$ cat config.mk
export PLATFORM = sky130hd
export DESIGN_NAME = event_record_entry_encoder
export DESIGN_NICKNAME = d
export VERILOG_FILES = /design/src/rtl/erec_pkg.sv /design/src/rtl/type_encoder.sv /design/src/rtl/value_encoder.sv /design/src/rtl/event_record_entry_encoder.sv
export SDC_FILE = /design/constraint.sdc
export NUM_CORES = 1
export LEC_CHECK = 0
export BUFFER_PORTS_ARGS = -buffer_cell sky130_fd_sc_hd__clkbuf_2
export CAP_MARGIN = 20
export CORE_MARGIN = 10
export CORE_UTILIZATION = 39
export CTS_CLUSTER_DIAMETER = 120
export CTS_CLUSTER_SIZE = 10
export DETAILED_ROUTE_END_ITERATION = 10
export GPL_TIMING_DRIVEN = 0
export PLACE_DENSITY = 0.63
export RECOVER_POWER = 100
export SLEW_MARGIN = 20
export SYNTH_ARGS = -nofsm -noshare
export SYNTH_HDL_FRONTEND = slang
export SYNTH_SLANG_ARGS = --single-unit
$ cat constraint.sdc
create_clock -name pclk -period 1.4 [get_ports pclk]
set_input_delay 0.07 -clock pclk [delete_from_list [all_inputs] [get_ports pclk]]
set_output_delay 0.07 -clock pclk [all_outputs]
set_load 0.02 [all_outputs]
$ cat src/rtl/erec_pkg.sv
// Constants and types shared by the event-recorder entry encoder.
// Overview of operation
// - Low nibble of type byte gives kind
// - Bit 7 set only for scan entries
// - Last scan entry also sets bit 6
// - Scan request bit starts full object scan
// - Optional start-up scan after reset, default off
// - Scan fetches sequentially, stamped at response time
// - Value word holds value after change
// - Single-point value: 1 on, 0 off
// - Double-point: 2 on, 1 off, 3/0 intermediate
// - Tap: 1..62 valid, 63 invalid, 128 unrouted
// - Statistic signed; 8000 hex when invalid/overflow
// - Entry carries millisecond-to-year change time
// - Clock status ORs 10, 20, 40 hex flags
// - Register type FF when entry not valid
package erec_pkg;
    // Register byte offsets
    localparam logic [7:0] OFF_CTRL   = 8'h00;
    localparam logic [7:0] OFF_STATUS = 8'h04;
    localparam logic [7:0] OFF_MASK   = 8'h08;
    localparam logic [7:0] OFF_HDR    = 8'h0c;
    localparam logic [7:0] OFF_VALUE  = 8'h10;
    localparam logic [7:0] OFF_TIME0  = 8'h14;
    localparam logic [7:0] OFF_TIME1  = 8'h18;
    // Control register bits
    localparam int SCAN_REQ_BIT = 0;
    localparam int ENTRY_ACK_BIT = 1;
    localparam int ENTRY_VALID_BIT = 1;
    // Status and mask bits
    localparam int IRQ_W = 2;
    localparam int IRQ_ENTRY = 0;
    localparam int IRQ_SCAN_DONE = 1;
    // Indication-type byte
    localparam int ORIGIN_BIT = 7;
    localparam int COMPLETE_BIT = 6;
    localparam logic [1:0] RESERVED_VAL = 2'h0;
    localparam logic [3:0] KIND_SP   = 4'h1;
    localparam logic [3:0] KIND_DP   = 4'h2;
    localparam logic [3:0] KIND_TAP  = 4'h3;
    localparam logic [3:0] KIND_STAT = 4'h4;
    // Value codes
    localparam logic [15:0] SP_ON   = 16'h0001;
    localparam logic [15:0] SP_OFF  = 16'h0000;
    localparam logic [15:0] DP_NA   = 16'h0000;
    localparam logic [15:0] DP_OFF  = 16'h0001;
    localparam logic [15:0] DP_ON   = 16'h0002;
    localparam logic [15:0] DP_MID  = 16'h0003;
    localparam logic [5:0]  TAP_MAX = 6'h3e;
    localparam logic [15:0] TAP_BAD = 16'h003f;
    localparam logic [15:0] TAP_UNROUTED = 16'h0080;
    localparam logic [15:0] STAT_BAD = 16'h8000;
    // Clock status flags and empty-entry register type
    localparam logic [7:0] CLK_DST  = 8'h10;
    localparam logic [7:0] CLK_FAIL = 8'h20;
    localparam logic [7:0] CLK_INV  = 8'h40;
    localparam logic [7:0] REG_TYPE_NONE = 8'hff;

    typedef enum logic [1:0] {S_IDLE, S_ISSUE, S_AWAIT} scan_state_t;
endpackage

$ cat src/rtl/type_encoder.sv
// Builds the indication-type byte and the clock status byte.
`timescale 1ns/100ps
module type_encoder (
    // Entry source
    input  wire logic [3:0] kind,
    input  wire logic       from_scan,
    input  wire logic       last,
    // Clock flags
    input  wire logic       dst,
    input  wire logic       fail,
    input  wire logic       inv,
    // Encoded bytes
    output logic      [7:0] type_byte,
    output logic      [7:0] clk_byte
);
    always_comb begin
        type_byte = {from_scan, from_scan & last,
                     erec_pkg::RESERVED_VAL, kind};
        clk_byte  = (dst ? erec_pkg::CLK_DST : 8'h00)
                  | (fail ? erec_pkg::CLK_FAIL : 8'h00)
                  | (inv ? erec_pkg::CLK_INV : 8'h00);
    end
endmodule

$ cat src/rtl/value_encoder.sv
// Encodes the entry value word from the raw source value.
`timescale 1ns/100ps
module value_encoder (
    // Raw source
    input  wire logic [3:0]  kind,
    input  wire logic [15:0] raw,
    input  wire logic        invalid,
    input  wire logic        unrouted,
    // Encoded word
    output logic      [15:0] word
);
    always_comb begin
        word = raw;
        unique case (kind)
            erec_pkg::KIND_SP:
                word = raw[0] ? erec_pkg::SP_ON : erec_pkg::SP_OFF;
            erec_pkg::KIND_DP: begin
                // raw[1] is the on contact, raw[0] the off contact
                unique case (raw[1:0])
                    2'h2:    word = erec_pkg::DP_ON;
                    2'h1:    word = erec_pkg::DP_OFF;
                    2'h3:    word = erec_pkg::DP_MID;
                    default: word = erec_pkg::DP_NA;
                endcase
            end
            erec_pkg::KIND_TAP: begin
                if (unrouted) begin
                    word = erec_pkg::TAP_UNROUTED;
                end else if (invalid || raw[5:0] == 6'h00
                             || raw[5:0] > erec_pkg::TAP_MAX) begin
                    word = erec_pkg::TAP_BAD;
                end else begin
                    word = {10'h000, raw[5:0]};
                end
            end
            erec_pkg::KIND_STAT:
                word = invalid ? erec_pkg::STAT_BAD : raw;
            default: word = raw;
        endcase
    end
endmodule

$ cat src/rtl/event_record_entry_encoder.sv
// Event-recorder entry encoder with general scan and APB registers.
//
// The placing of the registers and the APB register port were chosen for this implementation.
`timescale 1ns/100ps
module event_record_entry_encoder #(
    parameter int NUM_OBJ = 16
) (
    // APB slave
    input  wire logic        pclk,
    input  wire logic        presetn,
    input  wire logic        psel,
    input  wire logic        penable,
    input  wire logic        pwrite,
    input  wire logic [7:0]  paddr,
    input  wire logic [31:0] pwdata,
    output logic      [31:0] prdata,
    output logic             pready,
    output logic             pslverr,
    // Shared source data
    input  wire logic [3:0]  src_kind,
    input  wire logic [15:0] src_value,
    input  wire logic        src_invalid,
    input  wire logic        src_unrouted,
    input  wire logic [7:0]  src_reg_type,
    // Spontaneous events
    input  wire logic        evt_valid,
    output logic             evt_ready,
    // Scan fetch
    output logic             fetch_req,
    output logic [$clog2(NUM_OBJ)-1:0] fetch_index,
    input  wire logic        fetch_ack,
    // Time of day
    input  wire logic [15:0] time_ms,
    input  wire logic [7:0]  time_min,
    input  wire logic [7:0]  time_hour,
    input  wire logic [7:0]  time_day,
    input  wire logic [7:0]  time_month,
    input  wire logic [7:0]  time_year,
    input  wire logic        clk_dst,
    input  wire logic        clk_fail,
    input  wire logic        clk_inv,
    // Strap and interrupt
    input  wire logic        startup_scan_en,
    output logic             irq
);
    localparam int IW = $clog2(NUM_OBJ);
    localparam int IRQ_W_L = erec_pkg::IRQ_W;

    erec_pkg::scan_state_t state, next_state;
    logic [IW-1:0] next_index;
    logic          next_fetch_req, started, next_started;
    logic          entry_valid, next_entry_valid, next_evt_ready;
    logic [7:0]    entry_reg_type, next_reg_type;
    logic [7:0]    entry_type, next_type, entry_clk, next_clk;
    logic [15:0]   entry_value, next_value, entry_ms, next_ms;
    logic [7:0]    entry_min, next_min, entry_hour, next_hour;
    logic [7:0]    entry_day, next_day, entry_month, next_month;
    logic [7:0]    entry_year, next_year;
    logic [IRQ_W_L-1:0] status, next_status, mask, next_mask;
    logic          next_irq, next_pready, next_pslverr;
    logic [31:0]   next_prdata;
    logic [7:0]    type_byte, clk_byte;
    logic [15:0]   val_word;
    logic          acc, wr, ctrl_wr, load_scan, load_evt, load;
    logic          scan_last, start_scan, mapped;
    logic [31:0]   rd_word;

    assign acc       = psel & penable & pready;
    assign wr        = acc & pwrite;
    assign ctrl_wr   = wr && paddr == erec_pkg::OFF_CTRL;
    assign load_scan = fetch_req & fetch_ack;
    assign load_evt  = evt_valid & evt_ready;
    assign load      = load_scan | load_evt;
    assign scan_last = fetch_index == IW'(NUM_OBJ - 1);
    // Start-up option is a strap caught once after reset
    assign start_scan = (ctrl_wr && pwdata[erec_pkg::SCAN_REQ_BIT])
                      || (!started && startup_scan_en);

    type_encoder u_type (
        .kind      (src_kind),
        .from_scan (load_scan),
        .last      (scan_last),
        .dst       (clk_dst),
        .fail      (clk_fail),
        .inv       (clk_inv),
        .type_byte (type_byte),
        .clk_byte  (clk_byte)
    );

    value_encoder u_val (
        .kind     (src_kind),
        .raw      (src_value),
        .invalid  (src_invalid),
        .unrouted (src_unrouted),
        .word     (val_word)
    );

    ////////////////////////////////////////////////////////////////////////
    // Scan sequencer
    always_comb begin
        next_state   = state;
        next_index   = fetch_index;
        next_started = 1'b1;
        unique case (state)
            erec_pkg::S_IDLE: begin
                if (start_scan) begin
                    next_state = erec_pkg::S_ISSUE;
                    next_index = '0;
                end
            end
            erec_pkg::S_ISSUE: begin
                // One fetch at a time, only into an empty entry
                if (!entry_valid) begin
                    next_state = erec_pkg::S_AWAIT;
                end
            end
            erec_pkg::S_AWAIT: begin
                if (fetch_ack) begin
                    if (scan_last) begin
                        next_state = erec_pkg::S_IDLE;
                    end else begin
                        next_state = erec_pkg::S_ISSUE;
                        next_index = fetch_index + IW'(1);
                    end
                end
            end
        endcase
        next_fetch_req = next_state == erec_pkg::S_AWAIT;
    end

    always_ff @(posedge pclk or negedge presetn) begin
        if (!presetn) begin
            state       <= erec_pkg::S_IDLE;
            fetch_index <= '0;
            fetch_req   <= 1'b0;
            started     <= 1'b0;
        end else begin
            state       <= next_state;
            fetch_index <= next_index;
            fetch_req   <= next_fetch_req;
            started     <= next_started;
        end
    end

    ////////////////////////////////////////////////////////////////////////
    // Entry holding register
    always_comb begin
        next_entry_valid = entry_valid;
        next_reg_type    = entry_reg_type;
        next_type        = entry_type;
        next_value       = entry_value;
        next_clk         = entry_clk;
        next_ms          = entry_ms;
        next_min         = entry_min;
        next_hour        = entry_hour;
        next_day         = entry_day;
        next_month       = entry_month;
        next_year        = entry_year;
        if (ctrl_wr && pwdata[erec_pkg::ENTRY_ACK_BIT]) begin
            next_entry_valid = 1'b0;
            next_reg_type    = erec_pkg::REG_TYPE_NONE;
        end
        if (load) begin
            next_entry_valid = 1'b1;
            next_reg_type    = src_reg_type;
            next_type        = type_byte;
            next_value       = val_word;
            next_clk         = clk_byte;
            // Stamp is the moment the value arrived here
            next_ms          = time_ms;
            next_min         = time_min;
            next_hour        = time_hour;
            next_day         = time_day;
            next_month       = time_month;
            next_year        = time_year;
        end
        // Events wait while a scan runs, so entries never interleave
        next_evt_ready = !next_entry_valid
                       && next_state == erec_pkg::S_IDLE;
    end

    always_ff @(posedge pclk or negedge presetn) begin
        if (!presetn) begin
            entry_valid    <= 1'b0;
            entry_reg_type <= erec_pkg::REG_TYPE_NONE;
            entry_type     <= 8'h00;
            entry_value    <= 16'h0000;
            entry_clk      <= 8'h00;
            entry_ms       <= 16'h0000;
            entry_min      <= 8'h00;
            entry_hour     <= 8'h00;
            entry_day      <= 8'h00;
            entry_month    <= 8'h00;
            entry_year     <= 8'h00;
            evt_ready      <= 1'b0;
        end else begin
            entry_valid    <= next_entry_valid;
            entry_reg_type <= next_reg_type;
            entry_type     <= next_type;
            entry_value    <= next_value;
            entry_clk      <= next_clk;
            entry_ms       <= next_ms;
            entry_min      <= next_min;
            entry_hour     <= next_hour;
            entry_day      <= next_day;
            entry_month    <= next_month;
            entry_year     <= next_year;
            evt_ready      <= next_evt_ready;
        end
    end

    ////////////////////////////////////////////////////////////////////////
    // Interrupt status, mask and APB slave
    always_comb begin
        logic [IRQ_W_L-1:0] set, clr;
        set = '0;
        clr = '0;
        set[erec_pkg::IRQ_ENTRY]     = load;
        set[erec_pkg::IRQ_SCAN_DONE] = load_scan & scan_last;
        if (wr && paddr == erec_pkg::OFF_STATUS) begin
            clr = pwdata[IRQ_W_L-1:0];
        end
        // Set beats a simultaneous clear
        next_status = (status & ~clr) | set;
        next_mask   = mask;
        if (wr && paddr == erec_pkg::OFF_MASK) begin
            next_mask = pwdata[IRQ_W_L-1:0];
        end
        next_irq = |(next_status & next_mask);

        mapped  = 1'b1;
        rd_word = 32'h0000_0000;
        unique case (paddr)
            erec_pkg::OFF_CTRL: begin
                rd_word[erec_pkg::SCAN_REQ_BIT] =
                    state != erec_pkg::S_IDLE;
                rd_word[erec_pkg::ENTRY_VALID_BIT] = entry_valid;
            end
            erec_pkg::OFF_STATUS: rd_word[IRQ_W_L-1:0] = status;
            erec_pkg::OFF_MASK:   rd_word[IRQ_W_L-1:0] = mask;
            erec_pkg::OFF_HDR:
                rd_word = {entry_reg_type, 16'h0000, entry_type};
            erec_pkg::OFF_VALUE:  rd_word = {16'h0000, entry_value};
            erec_pkg::OFF_TIME0:
                rd_word = {entry_hour, entry_min, entry_ms};
            erec_pkg::OFF_TIME1:
                rd_word = {entry_clk, entry_year, entry_month, entry_day};
            default: mapped = 1'b0;
        endcase
        // One wait state: answer comes on the second access cycle
        next_pready  = psel & penable & ~pready;
        next_prdata  = (next_pready && !pwrite) ? rd_word : 32'h0000_0000;
        next_pslverr = next_pready & ~mapped;
    end

    always_ff @(posedge pclk or negedge presetn) begin
        if (!presetn) begin
            status  <= '0;
            mask    <= '0;
            irq     <= 1'b0;
            pready  <= 1'b0;
            prdata  <= 32'h0000_0000;
            pslverr <= 1'b0;
        end else begin
            status  <= next_status;
            mask    <= next_mask;
            irq     <= next_irq;
            pready  <= next_pready;
            prdata  <= next_prdata;
            pslverr <= next_pslverr;
        end
    end
endmodule

# Word-level counts from Yosys, hierarchy flattened
# Index checks and enable logic that the tools add are counted.
# op_classes
n_addsub,1
reduce_logical,24
n_eq_ne,20
n_mux,28
bitwise,17
mul,0
n_lt_le_gt_ge,1
shift,0
n_div,0
# op_table
op,n
case mux 30 bit (4 select lines),1
case mux 16 bit (4 select lines),1
2-to-1 mux 16 bit,2
2-to-1 mux 32 bit,1
== test 8 x 5 -> 1 bit (second input constant),3
== test 8 x 4 -> 1 bit (second input constant),2
2-to-1 mux 8 bit,2
bitwise OR 8 bit,2
case mux 2 bit (7 select lines),1
2-to-1 mux 4 bit,3
2-to-1 mux 6 bit,2
case mux 2 bit (3 select lines),2
2-to-1 mux 2 bit,5
AND 1 bit,8
== test 2 bit (second input constant),4
== test 4 x 2 -> 1 bit (second input constant),2
== test 8 x 3 -> 1 bit (second input constant),1
logical AND 1 bit,8
zero test 8 bit,1
case mux 4 bit (2 select lines),1
2-to-1 mux 7 bit,1
OR reduction 7 bit,1
> comparator 6 bit (second input constant),1
zero test 6 bit,1
19 further kinds,35
# word_totals
ram_bits,0
out_inout_bits,41
inputBits,137
register_bits,143
latch_bits,0
mem_count,0
elab_cells,113
rom_bits,0

# Logic depth before layout (Yosys ltp)
# depth
depth_word,10
mapped_depth,7
mapped_depth_nobuf,7

# Hierarchy
# From an unflattened synthesis, not the netlist that was laid out.
# unflattened
cells_unflattened,713
area_unflattened_um2,6617.6
# modules_own_cells
module,seq_area_each_um2,cells_each,n_inst,area_per_inst_um2
event_record_entry_encoder,3638.5,654,1,6219.7
value_encoder,0.0,42,1,275.3
type_encoder,0.0,17,1,122.6

# Worst setup path before layout
# Ideal clock, no wire load.
# synth_timing
path_kind,reg-to-reg
startpoint,register pready
endpoint,register irq
required_ps,1282
arrival_ps,1559
period_less_slack_ps,1678
path_stages_with_launch,6
n_path_buf,0
setup_slack_ps,-278
setup_ps,118
path_cell_list,dfrtp_1 and4_1 and2_4 and3_1 mux2_2 a2bb2o_4
# synth_via
elab_cells_between_ends,11
classes_between,2 x mux; 6 x bitwise; 3 x reduce/logical
# synth_rtl
element,line_no,rtl
from (decl),event_record_entry_encoder.sv:17,"output logic pready,"
from (signal assigned),event_record_entry_encoder.sv:268,pready <= next_pready;
AND 1 bit,event_record_entry_encoder.sv:68,assign acc = psel & penable & pready;
AND 1 bit,event_record_entry_encoder.sv:69,assign wr = acc & pwrite;
logical AND 1 bit,event_record_entry_encoder.sv:226,if (wr && paddr == erec_pkg::OFF_MASK) begin
2-to-1 mux 2 bit,event_record_entry_encoder.sv:226,
named net next_mask[1],event_record_entry_encoder.sv:59,"logic [IRQ_W_L-1:0] status, next_status, mask, next_mask;"
AND 2 bit,event_record_entry_encoder.sv:229,next_irq = |(next_status & next_mask);
OR reduction 2 bit,event_record_entry_encoder.sv:229,
named net next_irq,event_record_entry_encoder.sv:60,"logic next_irq, next_pready, next_pslverr;"
to (signal assigned),event_record_entry_encoder.sv:267,irq <= next_irq;
to (decl),event_record_entry_encoder.sv:44,output logic irq
# The timed path passes the listed nets, and every way through them passes these cells.
# A chain may end at the register's enable or synchronous reset.

# Worst setup path after layout
# Same ends and word-level chain as after synthesis.

==> results.toml <==
[critical_path]
worst_setup_path_start_kind = "register"
r2r_setup_slack_ps = -170
r2r_cells = 5
r2r_start = "pready"
path_class = "reg -> reg"
cp.arrival_ps = 1890
worstReg2RegEnd = "irq"
worst_setup_path_end_kind = "register"
required_ps = 1720
critical_path.max_fanout = 3

[sta]
hold_ws_ps = 29.7
timing.fmax_mhz = 635
layout_min_cycle_time_ps = 1570
rsz0062_at_grt = "true"
post-route-period-util = 1.12
tightest_slew_ps = 989
hold_viol = 0
setup_viol = 38
relSlewSlack = 0.341
skew_ps = 12.5
drv_slew = 0
setup_ws_ps = -174

[global_route]
antenna_found_initial = 0
grt_pass1_wl_um = 30900
grt.total_usage = 0.192
grt-ovfl-total = 0
grt_pass1_vias = 5828
grt_max_degree = 71

[power]
ir_drop_uv = 1020
powerDensity_nw_per_um2 = 1580
p_leak_nw = 4.34
finalPower_mw = 14.1

[placement]
gp_congestion = 0.818
place_area_um2 = 7100
portBuffers = 145
dpl.hpwl_um = 13400

[job]
cap_viol_max_count = 0

[synth]
syn_nets = 790
synth_seq_area_share = 0.572
synth_edf_count = 0
syn_avg_cell_area_um2 = 9.33
netlist.top_cell.by_area = "dfrtp_1"
syn_area_um2 = 6060
yosys_warnings = 0
synth_flop_cell = "dfrtp_1"
synth_top_cell_area_share = 0.537
synthCells = 649
ys_ff_latch = 138
yosys-top-cells-area = "dfrtp_1, nand2_1, nor2_1"
synth-async-reset-ratio = 1.00
ys_types = 54

[cts]
htreeDepth = 4
cts_sinks = 138
cts_root_buffer = "clkbuf_16"
cts_inserted_buffers = 17
clkLatencyLatePin_ps = 430
cts_buffer_depth = 2
tritoncts = "built"
cts.clk_slew.worst_paths_ps = 60

[final_layout]
final_nets = 1055
largest_reg_flops = 32
antennaDiodeCount = 0
area_growth_pct = 48.1
design_area_um2 = 8970
top_register = "prdata"
reg_top3 = "prdata x32, entry_ms x16, entry_value x16"
drive_gt1_frac = 0.282

[floorplanning]
start_util = 0.399
die_area_um2 = 20900
die_w_um = 145
rows = 45
coreArea_um2 = 15200
ioPinCount = 178
die_y_um = 145

[route]
drtPass1Iterations = 5
drc = 0
vias = 5548
ant_nets = 0
drt_iter0_drc = 343
wl_um = 19400
wl_per_cell_um = 17.4
vias_per_cell = 4.98

[worst_hold_path]
whs_endpoint = "entry_value[1]"
hp-start = "src_value[1]"
hold_path_depth = 3
holdCritPathClass = "in -> reg"

[run_status]
status = "complete, but fails checks"
violations = "setup timing"
==> synth_stat cells (all sizes together) (3+ instances only) <==
cell type and instances:
and3 4, o21ai 27, nor2b 5, dfstp 8
ha 4, nand3 9, inv 7, o22a 8
mux2i 19, clkbuf 15, nand2b 5, a21o 4
nor3 3, nor4 6, a21oi 25, a22oi 20
nand2 234, buf 16, nand3b 3, nor2 62
nor3b 3, dfrtp 130
==> repair_timing <==
item / CTS / global route
gates resized for setup: 60 / 43
setup endpoints to repair: 129 / 102
hold buffers: 90 / 0
hold endpoints to repair: 153 / 0
cloned: 2 / 0
pin swaps: 20 / 5
setup buffers: 6 / 2
==> layout by cell type, fill, tap and decap left out, drive strengths merged, types with 5 or more instances in the layout <==
cell / instances
a21oi: 25
a22oi: 20
buf: 29
clkbuf: 179
dfrtp: 130
dfstp: 8
dlygate4sd3: 90
inv: 8
mux2i: 19
nand2: 234
nand2b: 5
nand3: 10
nor2: 62
nor2b: 5
nor4: 6
o21ai: 27
o22a: 8
==> power breakdown <==
| part | internal [mW] | leakage [nW] | switching, mW |
|---|---|---|---|
| registers | 5.33 | 1.77 | 0.694 |
| logic | 1.55 | 2.28 | 2.07 |
| clock network | 2.80 | 0.289 | 1.69 |
| total | 9.68 | 4.34 | 4.46 |
==> worst max-delay path, stage by stage, from the launching register on <==
cell,delay (ps)
dfrtp_2,370
and4_4,220
and2_4,160
and3_4,190
mux2_4,320
a2bb2o_4,210
==> area by class of cell <==
cell class / instances / area (µm²)
Buffer: 31 / 229
Clock buffer: 22 / 484
Clock inverter: 10 / 115
Fill cell: 1314 / 6230
Inverter: 7 / 26.3
Multi-Input combinational cell: 474 / 2710
Sequential cell: 138 / 3470
Tap cell: 188 / 235
Timing Repair Buffer: 245 / 1710
==> worst max path at each step <==
stage | end | startpoint
2_1_floorplan | irq | pready
6_report | irq | pready
5_1_grt | prdata[10] | pready
3_3_place_gp | fetch_index[1] | presetn
3_5_place_dp | prdata[22] | paddr[5]
4_1_cts | irq | pready
==> logic make-up (layout without fill, tap and decap cells) <==
group,Yosys count,count (layout),synth area share
flip-flops,138,138,0.572
multiplexers,20,20,0.0333
adder cells (fa/ha/maj),4,4,0.00826
XOR/XNOR,2,2,0.00289
AND/OR/NAND/NOR,345,346,0.246
other,1,1,0.000619
buffers and inverters,38,315,0.0268
AO/OA/AOI/OAI,101,101,0.110
==> through the flow <==
step           setup WS [ps]   util  std cells  TNS [ps]
2_1_floorplan           -169      -        649      -200
3_3_place_gp           -2310  0.465        982   -293140
3_5_place_dp            -307  0.467        983    -23060
4_1_cts                 -158  0.582       1113     -3660
5_1_grt                 -219  0.590       1115     -8690
6_report                -174  0.590       1115     -3040
==> layer usage <==
metal,up-vias,global-route usage,wire length (µm)
met1,2654,0.240,8360
met2,169,0.312,9520
met3,25,0.0446,1100
li1,2700,-,-
met4,0,0.0771,393
met5,-,0,0
Power figures use the tool's default switching activity.
